### config.mk
export PLATFORM = sky130hd
export DESIGN_NAME = tvs_trigger_sequencer
export DESIGN_NICKNAME = d
export VERILOG_FILES = /design/src/tvs_pkg.sv /design/src/tvs_trigger_sequencer.sv
export SDC_FILE = /design/constraint.sdc
export NUM_CORES = 1
export LEC_CHECK = 0
export ABC_CLOCK_PERIOD_IN_PS = 9900
export BUFFER_PORTS_ARGS = -buffer_cell sky130_fd_sc_hd__buf_2
export CORE_AREA = 5 5 183 185
export CTS_CLUSTER_DIAMETER = 40
export DETAILED_ROUTE_END_ITERATION = 12
export DIE_AREA = 0 0 188 190
export PLACE_DENSITY = 0.58
export REMOVE_ABC_BUFFERS = 1
export SETUP_SLACK_MARGIN = 0.15
export SYNTH_ARGS = -nofsm -noshare
export SYNTH_HDL_FRONTEND = slang
export SYNTH_SLANG_ARGS = --single-unit
### constraint.sdc
create_clock -name ref_clk -period 9.9 [get_ports ref_clk]
set_clock_uncertainty 0.1 [all_clocks]
set_input_delay 2.475 -clock ref_clk [delete_from_list [all_inputs] [get_ports ref_clk]]
set_output_delay 2.475 -clock ref_clk [all_outputs]
set_load 0.01 [all_outputs]
### src/tvs_pkg.sv
// Package for the television trigger sequencer: register map, field layouts,
// reset values, sequencer states and timing constants.
// Assumes a single 10 MHz sample clock shared by the register port and the sequencer.
package tvs_pkg;

   // Register offsets on the plain register port
   localparam logic [7:0] TVS_OFS_CTRL = 8'h00;
   localparam logic [7:0] TVS_OFS_LEVEL = 8'h04;
   localparam logic [7:0] TVS_OFS_EVCOUNT = 8'h08;
   localparam logic [7:0] TVS_OFS_MINWIDTH = 8'h0C;
   localparam logic [7:0] TVS_OFS_INHIBIT = 8'h10;
   localparam logic [7:0] TVS_OFS_STATUS = 8'h14;
   localparam logic [7:0] TVS_OFS_EVPROGRESS = 8'h18;

   // Line mode field codes
   localparam logic [1:0] TVS_LINE_NONE = 2'h0;
   localparam logic [1:0] TVS_LINE_525 = 2'h1;
   localparam logic [1:0] TVS_LINE_626 = 2'h2;

   // Control register layout, bit 31 downward
   typedef struct packed {
      logic [22:0] unused;
      logic enable;              // bit 8
      logic [1:0] source_sel;    // bits 7:6
      logic trig_edge_falling;   // bit 5
      logic user_sync_positive;  // bit 4
      logic std_sync_positive;   // bit 3
      logic [1:0] line_mode;     // bits 2:1
      logic user_mode;           // bit 0
   } tvs_ctrl_t;

   localparam logic [31:0] TVS_CTRL_RESET = 32'h0000_0000;
   localparam logic [31:0] TVS_CTRL_WMASK = 32'h0000_01FF;
   localparam logic [31:0] TVS_LEVEL_RESET = 32'h0000_0080;
   localparam logic [23:0] TVS_EVCOUNT_RESET = 24'h00_0001;
   localparam logic [26:0] TVS_MINWIDTH_RESET = 27'h000_0001;
   localparam logic [31:0] TVS_INHIBIT_RESET = 32'h0000_0000;

   // Timing
   localparam longint TVS_CLK_PERIOD_PS = 100000;
   localparam longint TVS_MIN_WIDTH_LO_PS = 5000;
   localparam longint TVS_MIN_WIDTH_HI_PS = 64'd9999999990000;
   localparam longint TVS_MIN_WIDTH_LO_CYC_RAW = (TVS_MIN_WIDTH_LO_PS + TVS_CLK_PERIOD_PS - 1) / TVS_CLK_PERIOD_PS;
   localparam longint TVS_MIN_WIDTH_LO_CYC = (TVS_MIN_WIDTH_LO_CYC_RAW < 1) ? 1 : TVS_MIN_WIDTH_LO_CYC_RAW;
   localparam longint TVS_MIN_WIDTH_HI_CYC = TVS_MIN_WIDTH_HI_PS / TVS_CLK_PERIOD_PS;
   localparam longint TVS_EVCOUNT_MIN = 1;
   localparam longint TVS_EVCOUNT_MAX = 16000000;

   // Sequencer states, one-hot
   typedef enum logic [3:0] {
      TVS_ST_SEEK_SYNC = 4'b0001,
      TVS_ST_DELAY = 4'b0010,
      TVS_ST_EDGE = 4'b0100,
      TVS_ST_INHIBIT = 4'b1000
   } tvs_state_t;

endpackage : tvs_pkg

### src/tvs_trigger_sequencer.sv
// Television trigger sequencer: standard-mode vertical sync qualifier and
// user-defined arm / delay / edge trigger sequencer with a register port.
// Assumes channel samples arrive as digitised words on ref_clk and software
// writes the mode selection before the user-defined settings.
`timescale 1ns/1ps

module tvs_trigger_sequencer
   import tvs_pkg::*;
#(
   parameter int N_CHAN = 4,
   parameter int SAMPLE_W = 8,
   parameter longint MIN_WIDTH_MAX_CYC = TVS_MIN_WIDTH_HI_CYC,
   parameter longint EVCOUNT_MAX = TVS_EVCOUNT_MAX
) (
   input wire logic ref_clk, // Sample clock, 10 MHz
   input wire logic rst, // Asynchronous reset, active high
   input wire logic [N_CHAN-1:0][SAMPLE_W-1:0] chan_sample, // Digitised channel samples
   input wire logic [7:0] reg_addr, // Register byte address
   input wire logic [31:0] reg_wdata, // Register write data
   input wire logic reg_wr, // Write strobe
   input wire logic reg_rd, // Read strobe
   output logic [31:0] reg_rdata, // Read data, cycle after the strobe
   output logic trig_out, // One-cycle trigger pulse
   output logic armed_out, // Sequencer armed or delaying
   output logic std_vsync_qual_out // Qualified vertical sync in standard mode
);

   tvs_ctrl_t ctrl_reg;
   logic [SAMPLE_W-1:0] level_reg;
   logic [SAMPLE_W-1:0] band_reg;
   logic [23:0] ev_count_reg;
   logic [26:0] min_width_reg;
   logic [31:0] inhibit_reg;
   logic [31:0] rdata_reg;
   logic [31:0] rdata_next;
   tvs_state_t state_reg;
   tvs_state_t state_next;
   logic cmp_reg;
   logic cmp_d_reg;
   logic [26:0] width_reg;
   logic [23:0] ev_prog_reg;
   logic [31:0] inhibit_cnt_reg;
   logic trig_reg;
   logic armed_reg;
   logic std_qual_reg;

   // Register decode
   wire wr_ctrl = reg_wr && (reg_addr == TVS_OFS_CTRL);
   wire wr_level = reg_wr && (reg_addr == TVS_OFS_LEVEL);
   wire wr_evcount = reg_wr && (reg_addr == TVS_OFS_EVCOUNT);
   wire wr_minwidth = reg_wr && (reg_addr == TVS_OFS_MINWIDTH);
   wire wr_inhibit = reg_wr && (reg_addr == TVS_OFS_INHIBIT);
   // Out-of-range values are refused and the old setting stays
   wire evcount_ok = (reg_wdata >= 32'(TVS_EVCOUNT_MIN)) && (reg_wdata <= 32'(EVCOUNT_MAX));
   wire minwidth_ok = (reg_wdata >= 32'(TVS_MIN_WIDTH_LO_CYC)) && (reg_wdata <= 32'(MIN_WIDTH_MAX_CYC));

   always_ff @(posedge ref_clk or posedge rst) begin
      if (rst) begin
         ctrl_reg <= tvs_ctrl_t'(TVS_CTRL_RESET);
         level_reg <= TVS_LEVEL_RESET[SAMPLE_W-1:0];
         band_reg <= '0;
         ev_count_reg <= TVS_EVCOUNT_RESET;
         min_width_reg <= TVS_MINWIDTH_RESET;
         inhibit_reg <= TVS_INHIBIT_RESET;
      end else begin
         if (wr_ctrl) ctrl_reg <= tvs_ctrl_t'(reg_wdata & TVS_CTRL_WMASK);
         if (wr_level) begin
            level_reg <= reg_wdata[SAMPLE_W-1:0];
            band_reg <= reg_wdata[SAMPLE_W+7:8];
         end
         if (wr_evcount && evcount_ok) ev_count_reg <= reg_wdata[23:0];
         if (wr_minwidth && minwidth_ok) min_width_reg <= reg_wdata[26:0];
         if (wr_inhibit) inhibit_reg <= reg_wdata;
      end
   end

   // Read mux; an unmapped address reads zero
   always_comb begin
      rdata_next = 32'h0000_0000;
      case (reg_addr)
         TVS_OFS_CTRL: rdata_next = 32'(ctrl_reg);
         TVS_OFS_LEVEL: rdata_next = {16'h0000, 8'(band_reg), 8'(level_reg)};
         TVS_OFS_EVCOUNT: rdata_next = {8'h00, ev_count_reg};
         TVS_OFS_MINWIDTH: rdata_next = {5'h00, min_width_reg};
         TVS_OFS_INHIBIT: rdata_next = inhibit_reg;
         TVS_OFS_STATUS: rdata_next = {27'h000_0000, cmp_reg, state_reg};
         TVS_OFS_EVPROGRESS: rdata_next = {8'h00, ev_prog_reg};
         default: rdata_next = 32'h0000_0000;
      endcase
   end

   // Read data stands only in the cycle after the strobe
   always_ff @(posedge ref_clk or posedge rst) begin
      if (rst) rdata_reg <= 32'h0000_0000;
      else rdata_reg <= reg_rd ? rdata_next : 32'h0000_0000;
   end

   // Channel selection and level comparison with noise_reject_band
   wire [SAMPLE_W-1:0] sel_sample = chan_sample[ctrl_reg.source_sel];
   wire [SAMPLE_W:0] level_hi = {1'b0, level_reg} + {1'b0, band_reg};
   // Rises at or above level plus band, falls only below level, so noise inside the band cannot toggle it
   wire cmp_next = ({1'b0, sel_sample} >= level_hi) ? 1'b1 :
                   (sel_sample < level_reg) ? 1'b0 : cmp_reg;

   always_ff @(posedge ref_clk or posedge rst) begin
      if (rst) begin
         cmp_reg <= 1'b0;
         cmp_d_reg <= 1'b0;
      end else begin
         cmp_reg <= cmp_next;
         cmp_d_reg <= cmp_reg;
      end
   end

   wire cmp_rise = cmp_reg && !cmp_d_reg;
   wire cmp_fall = !cmp_reg && cmp_d_reg;
   wire sync_act = ctrl_reg.user_sync_positive ? cmp_reg : !cmp_reg;
   wire sync_lead = ctrl_reg.user_sync_positive ? cmp_rise : cmp_fall;
   wire sel_edge = ctrl_reg.trig_edge_falling ? cmp_fall : cmp_rise;
   wire user_run = ctrl_reg.enable && ctrl_reg.user_mode;
   wire std_active = ctrl_reg.enable && !ctrl_reg.user_mode &&
                     ((ctrl_reg.line_mode == TVS_LINE_525) || (ctrl_reg.line_mode == TVS_LINE_626));
   wire std_qual_next = std_active && (ctrl_reg.std_sync_positive ? cmp_reg : !cmp_reg);

   wire width_ok = (width_reg >= min_width_reg);
   wire [23:0] ev_prog_inc = ev_prog_reg + 24'h00_0001;
   wire delay_done = sync_lead && (ev_prog_inc >= ev_count_reg);
   wire inhibit_done = (inhibit_cnt_reg >= inhibit_reg);

   always_comb begin
      state_next = state_reg;
      case (state_reg)
         TVS_ST_SEEK_SYNC: if (sync_act && width_ok) state_next = TVS_ST_DELAY;
         TVS_ST_DELAY: if (delay_done) state_next = TVS_ST_EDGE;
         TVS_ST_EDGE: if (sel_edge) state_next = TVS_ST_INHIBIT;
         TVS_ST_INHIBIT: if (inhibit_done) state_next = TVS_ST_SEEK_SYNC;
         default: state_next = TVS_ST_SEEK_SYNC;
      endcase
      if (!user_run) state_next = TVS_ST_SEEK_SYNC;
   end

   always_ff @(posedge ref_clk or posedge rst) begin
      if (rst) state_reg <= TVS_ST_SEEK_SYNC;
      else state_reg <= state_next;
   end

   // Width counter saturates so a very long pulse never wraps back below the minimum
   always_ff @(posedge ref_clk or posedge rst) begin
      if (rst) width_reg <= '0;
      else if (!sync_act) width_reg <= '0;
      else if (width_reg != 27'h7FF_FFFF) width_reg <= width_reg + 27'h000_0001;
   end

   always_ff @(posedge ref_clk or posedge rst) begin
      if (rst) ev_prog_reg <= '0;
      else if (state_reg == TVS_ST_DELAY && sync_lead) ev_prog_reg <= ev_prog_inc;
      else if (state_reg != TVS_ST_DELAY) ev_prog_reg <= '0;
   end

   always_ff @(posedge ref_clk or posedge rst) begin
      if (rst) inhibit_cnt_reg <= '0;
      else if (state_reg == TVS_ST_INHIBIT) inhibit_cnt_reg <= inhibit_cnt_reg + 32'h0000_0001;
      else inhibit_cnt_reg <= '0;
   end

   always_ff @(posedge ref_clk or posedge rst) begin
      if (rst) begin
         trig_reg <= 1'b0;
         armed_reg <= 1'b0;
         std_qual_reg <= 1'b0;
      end else begin
         trig_reg <= user_run && (state_reg == TVS_ST_EDGE) && sel_edge;
         armed_reg <= (state_next == TVS_ST_DELAY) || (state_next == TVS_ST_EDGE);
         std_qual_reg <= std_qual_next;
      end
   end

   assign reg_rdata = rdata_reg;
   assign trig_out = trig_reg;
   assign armed_out = armed_reg;
   assign std_vsync_qual_out = std_qual_reg;
endmodule : tvs_trigger_sequencer

After elaboration in Yosys (flattened, before gate mapping)
Cells that the tools add are included.
W data, S select, Z words.
- output and inout bits: 35
- register bits after elaboration: 232
- memories: 0
- bits in latches: 0
- memory bits (writable): 0
- memory bits (read-only): 0
- input bits: 76
- $mul: 0
- reductions and logical operators: 28
- equality and inequality tests: 17
- div/mod/pow operators: 0
- shift operators: 0
- bitwise operators: 0
- $add $sub $neg: 4
- magnitude comparators: 9
- multiplexer cells: 21
- operator list (kind ; count):
    $pmux W32 S7 ; 1
    $mux W32 ; 2
    $mux W27 ; 2
    $mux W24 ; 2
    $add A32 B1 Y32 const B ; 1
    $ge A32 B1 Y1 const B ; 1
    $ge A32 B32 Y1 ; 1
    $le A32 B24 Y1 const B ; 1
    $le A32 B27 Y1 const B ; 1
    $add A27 B1 Y27 const B ; 1
    $ge A27 B27 Y1 ; 1
    $ne A27 B27 Y1 const B ; 1
    $add A24 B1 Y24 const B ; 1
    $eq A8 B5 Y1 const B ; 3
    $ge A24 B24 Y1 ; 1
    $logic_and A1 B1 Y1 ; 20
    $mux W4 ; 5
    $bmux W8 S2 ; 1
    $eq A8 B4 Y1 const B ; 2
    $pmux W4 S4 ; 1
    $add A8 B8 Y9 ; 1
    $ge A8 B9 Y1 ; 1
    $eq A4 B2 Y1 const B ; 2
    $eq A4 B3 Y1 const B ; 2
    15 further kinds ; 24

Longest topological paths before layout
- depth after elaboration: 9
- mapped depth: 15
- depth with buffers taken out: 14

Worst setup path before layout
OpenSTA, ideal clock, no wires.
- path type: input to register
- start point: in reg_wdata[23]
- end point: reg ev_count_reg[1]
- stages on the path: 7
- slack: 5.543 ns
- data arrival time: 4.133 ns
- required time: 9.675 ns
- buffers on the path: 1
- path through: or4_1 > nor4_1 > nand4_1 > and3_4 > o2111ai_2 > buf_4 > mux2_2
- cells in the longest elaborated chain, start to end: 3
- RTL lines (element ; RTL line ; RTL):
    from (decl) ; tvs_trigger_sequencer.sv:19 ; input wire logic [31:0] reg_wdata,
    $ge A32 B1 Y1 / $le A32 B24 Y1 (equally long branches) ; tvs_trigger_sequencer.sv:54 ; wire evcount_ok = (reg_wdata >= 32'(TVS_EVCOUNT_MIN)) && (reg_wdata <= 32'(EVCOUNT_MAX));
    $logic_and A1 B1 Y1 (*) ; tvs_trigger_sequencer.sv:54 ;
    $logic_and A1 B1 Y1 (*) ; tvs_trigger_sequencer.sv:71 ; if (wr_evcount && evcount_ok) ev_count_reg <= reg_wdata[23:0];
    to (signal assigned) ; tvs_trigger_sequencer.sv:71 ;
    to (decl) ; tvs_trigger_sequencer.sv:31 ; logic [23:0] ev_count_reg;
Mark *: on every way between the ends. The rest lies on a longest branch, timed or not.
A chain may end at the register's enable or synchronous reset.

Worst setup path after layout
- start point: in reg_addr[4]
- end point: reg min_width_reg[1]
- cells in the longest elaborated chain, start to end: 3
- RTL lines (element ; RTL line ; RTL):
    from (decl) ; tvs_trigger_sequencer.sv:18 ; input wire logic [7:0] reg_addr,
    $eq A8 B4 Y1 ; tvs_trigger_sequencer.sv:51 ; wire wr_minwidth = reg_wr && (reg_addr == TVS_OFS_MINWIDTH);
    $logic_and A1 B1 Y1 ; tvs_trigger_sequencer.sv:51 ;
    $logic_and A1 B1 Y1 ; tvs_trigger_sequencer.sv:72 ; if (wr_minwidth && minwidth_ok) min_width_reg <= reg_wdata[26:0];
    to (signal assigned) ; tvs_trigger_sequencer.sv:72 ;
    to (decl) ; tvs_trigger_sequencer.sv:32 ; logic [26:0] min_width_reg;
Every way passes these cells.

==> impl_summary.log <==
[metrics] number of synthesis warnings: 0
[metrics] final weighted congestion in routability-driven placement: 0.8201
[metrics] startpoint of the worst setup timing path: reg_addr[4]
[metrics] Max clock buf depth: 3
[metrics] I/O pin count: 111
[metrics] clock network latency to the later pin of the worst-skew pair: 540 ps
[metrics] worst min-delay path category: flip-flop to flip-flop
[metrics] fraction of layout cells with a size suffix above 1: 22.03%
[metrics] EDFF count, synth: 0
[metrics] maximum number of pins on one net before global-route repair: 104
[metrics] peak per-stage delay on the critical path: 540 ps
[metrics] RR Startpoint: ev_prog_reg[0]$_DFFE_PP0P_
[metrics] Final Hold Violating Endpoints: 0
[metrics] count of endpoints failing setup in the final report: 0
[metrics] post-DR vias/cell: 5.602
[metrics] Worst R2R Setup Slack: 5610 ps
[metrics] Worst Path Required: 10190 ps
[metrics] net count reported at finish: 1603
[metrics] R2R cell count: 14
[metrics] Num CTS Buffers: 40
[metrics] area occupied by multi-input gates: 7066 µm²
[metrics] share of the clock period used by the worst path: 45.62%
[metrics] GR Util All Layers: 21.39%
[metrics] Synth Instances: 1299
[metrics] count of antenna diodes in the layout: 0
[metrics] growth of design area from synthesis to finish: 18.34%
[metrics] setup bufs post-CTS: 0
[metrics] Leak: 7.290 nW
[metrics] global-route wire length before repair: 60690 µm
[metrics] PwrDens: 170.0 nW/µm²
[metrics] remaining max-slew budget at the tightest pin: 21.53%
[metrics] number of global-route vias before repair: 10580
[metrics] critical-path cell list: buf_2, nor4_2, nand2_1, nor2_2, buf_4, nand4_4, mux2_1
[metrics] Layout fillers: 2926
[metrics] fmax: 0.2214 GHz
[metrics] CP max stage cell: nand4_4
[metrics] Crit Path Category: input pin to flip-flop
[metrics] post-synthesis sequential area ratio: 43.22%
[metrics] Max Cap Viol: 0
[metrics] post-detailed-placement half-perimeter wirelength: 27610 µm
[metrics] global-route congestion overflow total: 0
[metrics] first-pass detailed-route iteration total: 6
[metrics] startpoint types: input pin
[metrics] leading register cell type out of synthesis: dfrtp_1
[metrics] Gates resized, CTS repair: 0
[metrics] setup repair after global routing missed its margin: false
[metrics] port buffer count: 110
[metrics] Post-Syn Area: 13450 µm²
[metrics] clock transition at the registers of the reported paths: 50 ps
[metrics] hold-critical path depth: 1
[metrics] async set or reset register ratio after synthesis: 100.0%
[metrics] mean instance size in the synthesized netlist: 10.35 µm²
[metrics] total wirelength of the detailed-routed design: 37910 µm
[metrics] Initial Util: 42.18%
[metrics] hold buffer count at cts: 0
[metrics] width of the chip: 188 µm
[metrics] number of placement rows: 66
[metrics] hold worst-path end: inhibit_cnt_reg[0]$_DFF_PP0_
[metrics] transition time at the pin with the least slew margin: 1177 ps
[metrics] worst vdd rail ir drop: 94.36 µV
[metrics] result of the run: finished clean
[metrics] Die Span Y: 190 µm
[metrics] combined flip-flop and latch cell area: 5811 µm²
[metrics] arrival time of the worst setup path: 4810 ps
[metrics] hold_ws: 415.8 ps
[metrics] detailed-route wire length per cell: 20.43 µm
[metrics] maximum fanout count along the critical path: 29
[metrics] unique cell type count in the Yosys netlist: 71
[metrics] Core Footprint: 31880 µm²
[metrics] startpoint of the lowest-slack hold path: inhibit_cnt_reg[0]$_DFF_PP0_
[metrics] via count: 10400
[metrics] initial antenna violation count: 5
[metrics] CTS tree: done
[metrics] cell chosen for the clock root: clkbuf_16
[metrics] number of buffer and inverter instances along the worst setup path: 2
[metrics] Worst path top cell family by delay: simple AND/OR/NAND/NOR gates
[metrics] post-route DRC violation count: 0
[metrics] time the worst path needs with I/O delays and setup: 4516 ps
[metrics] Iteration-0 DRC Markers: 671
[metrics] clk sink count: 232
[metrics] R2R Path End: state_reg[1]$_DFF_PP0_
[metrics] Antenna Violating Nets Remaining: 0
[metrics] total negative setup slack: 0 ps
[metrics] kind of end point of the critical path: flip-flop
[metrics] H-tree depth: 2
[metrics] number of pins with negative max-slew slack in the final report: 0
[metrics] post-synthesis register bit count: 232
[metrics] total die area: 35720 µm²
how the worst max path moves through the flow:
stage | end | cells after the start
2_1_floorplan | armed_out$_DFF_PP0_ | 1
3_3_place_gp | reg_rdata[16]$_DFF_PP0_ | 7
3_5_place_dp | reg_rdata[16]$_DFF_PP0_ | 7
4_1_cts | reg_rdata[16]$_DFF_PP0_ | 7
5_1_grt | min_width_reg[1]$_DFFE_PP0P_ | 7
6_report | min_width_reg[1]$_DFFE_PP0P_ | 7
through the flow:
stage,setup slack (ps),util [%],cell area [µm²],std cells,total power [mW]
6_report,5384,49.92,15910,1856,2.705
5_1_grt,5210,49.92,15910,1856,2.804
4_1_cts,5008,49.90,15910,1855,2.733
3_5_place_dp,4467,45.18,14400,1782,1.182
3_3_place_gp,4495,45.18,14400,1782,1.178
2_1_floorplan,970.3,-,13240,1254,1.098
layout make-up:
| class | count | area share [%] |
|---|---|---|
| Sequential cell | 232 | 36.52 |
| Inverter | 102 | 2.453 |
| Multi-Input combinational cell | 920 | 44.41 |
| Clock inverter | 26 | 2.681 |
| Timing Repair Buffer | 121 | 3.963 |
| Clock buffer | 47 | 6.770 |
| Tap cell | 408 | 3.208 |
power breakdown:
part           internal, mW  leakage, nW  switching, mW
combinational        0.0649         3.38          0.108
clock                  1.03        0.712          0.515
sequential            0.965         3.20         0.0256
total                  2.06         7.29          0.649
layer usage:
metal | global-route usage [%] | part of all wire (%) | up-vias
met5 | 0 | 0.12 | -
li1 | - | - | 4912
met1 | 30.33 | 46 | 5115
met3 | 4.422 | 5.8 | 90
met2 | 33.08 | 45 | 271
met4 | 6.691 | 3.1 | 10
synthesized netlist by cell type, types with 24 or more instances:
cell        n  area share, %
a22oi_1    24            1.3
o21ai_0    40            1.5
xor2_1     67            4.4
a21oi_1    73            2.7
clkbuf_1   26           0.73
nand4_1    27            1.3
mux2_2     89            7.5
nand3_1    37            1.4
dfrtp_1   228             42
xnor2_1    31            2.0
inv_1     102            2.8
ha_1      109             10
nand2_1    90            2.5
nor2_1    112            3.1
kinds of logic after synthesis:
group / Yosys count / synth area share (%)
AND/OR/NAND/NOR: 375 / 14.41
flip-flops: 232 / 43.22
buffers and inverters: 147 / 4.392
AO/OA/AOI/OAI: 216 / 10.56
adder cells (fa/ha/maj): 110 / 10.29
multiplexers: 121 / 10.74
XOR/XNOR: 98 / 6.384
cells in the final DEF, fill, tap and decap left out, types with 40 or more instances in the layout:
| cell | synthesis | layout |
|---|---|---|
| dfrtp_1 | 228 | 228 |
| nor2_1 | 112 | 111 |
| buf_2 | 13 | 110 |
| ha_1 | 109 | 109 |
| inv_1 | 102 | 101 |
| nand2_1 | 90 | 90 |
| mux2_2 | 89 | 89 |
| a21oi_1 | 73 | 73 |
| xor2_1 | 67 | 66 |
| o21ai_0 | 40 | 40 |
| clkbuf_16 | 0 | 40 |
Note: power is estimated with default switching activity, not from simulation.
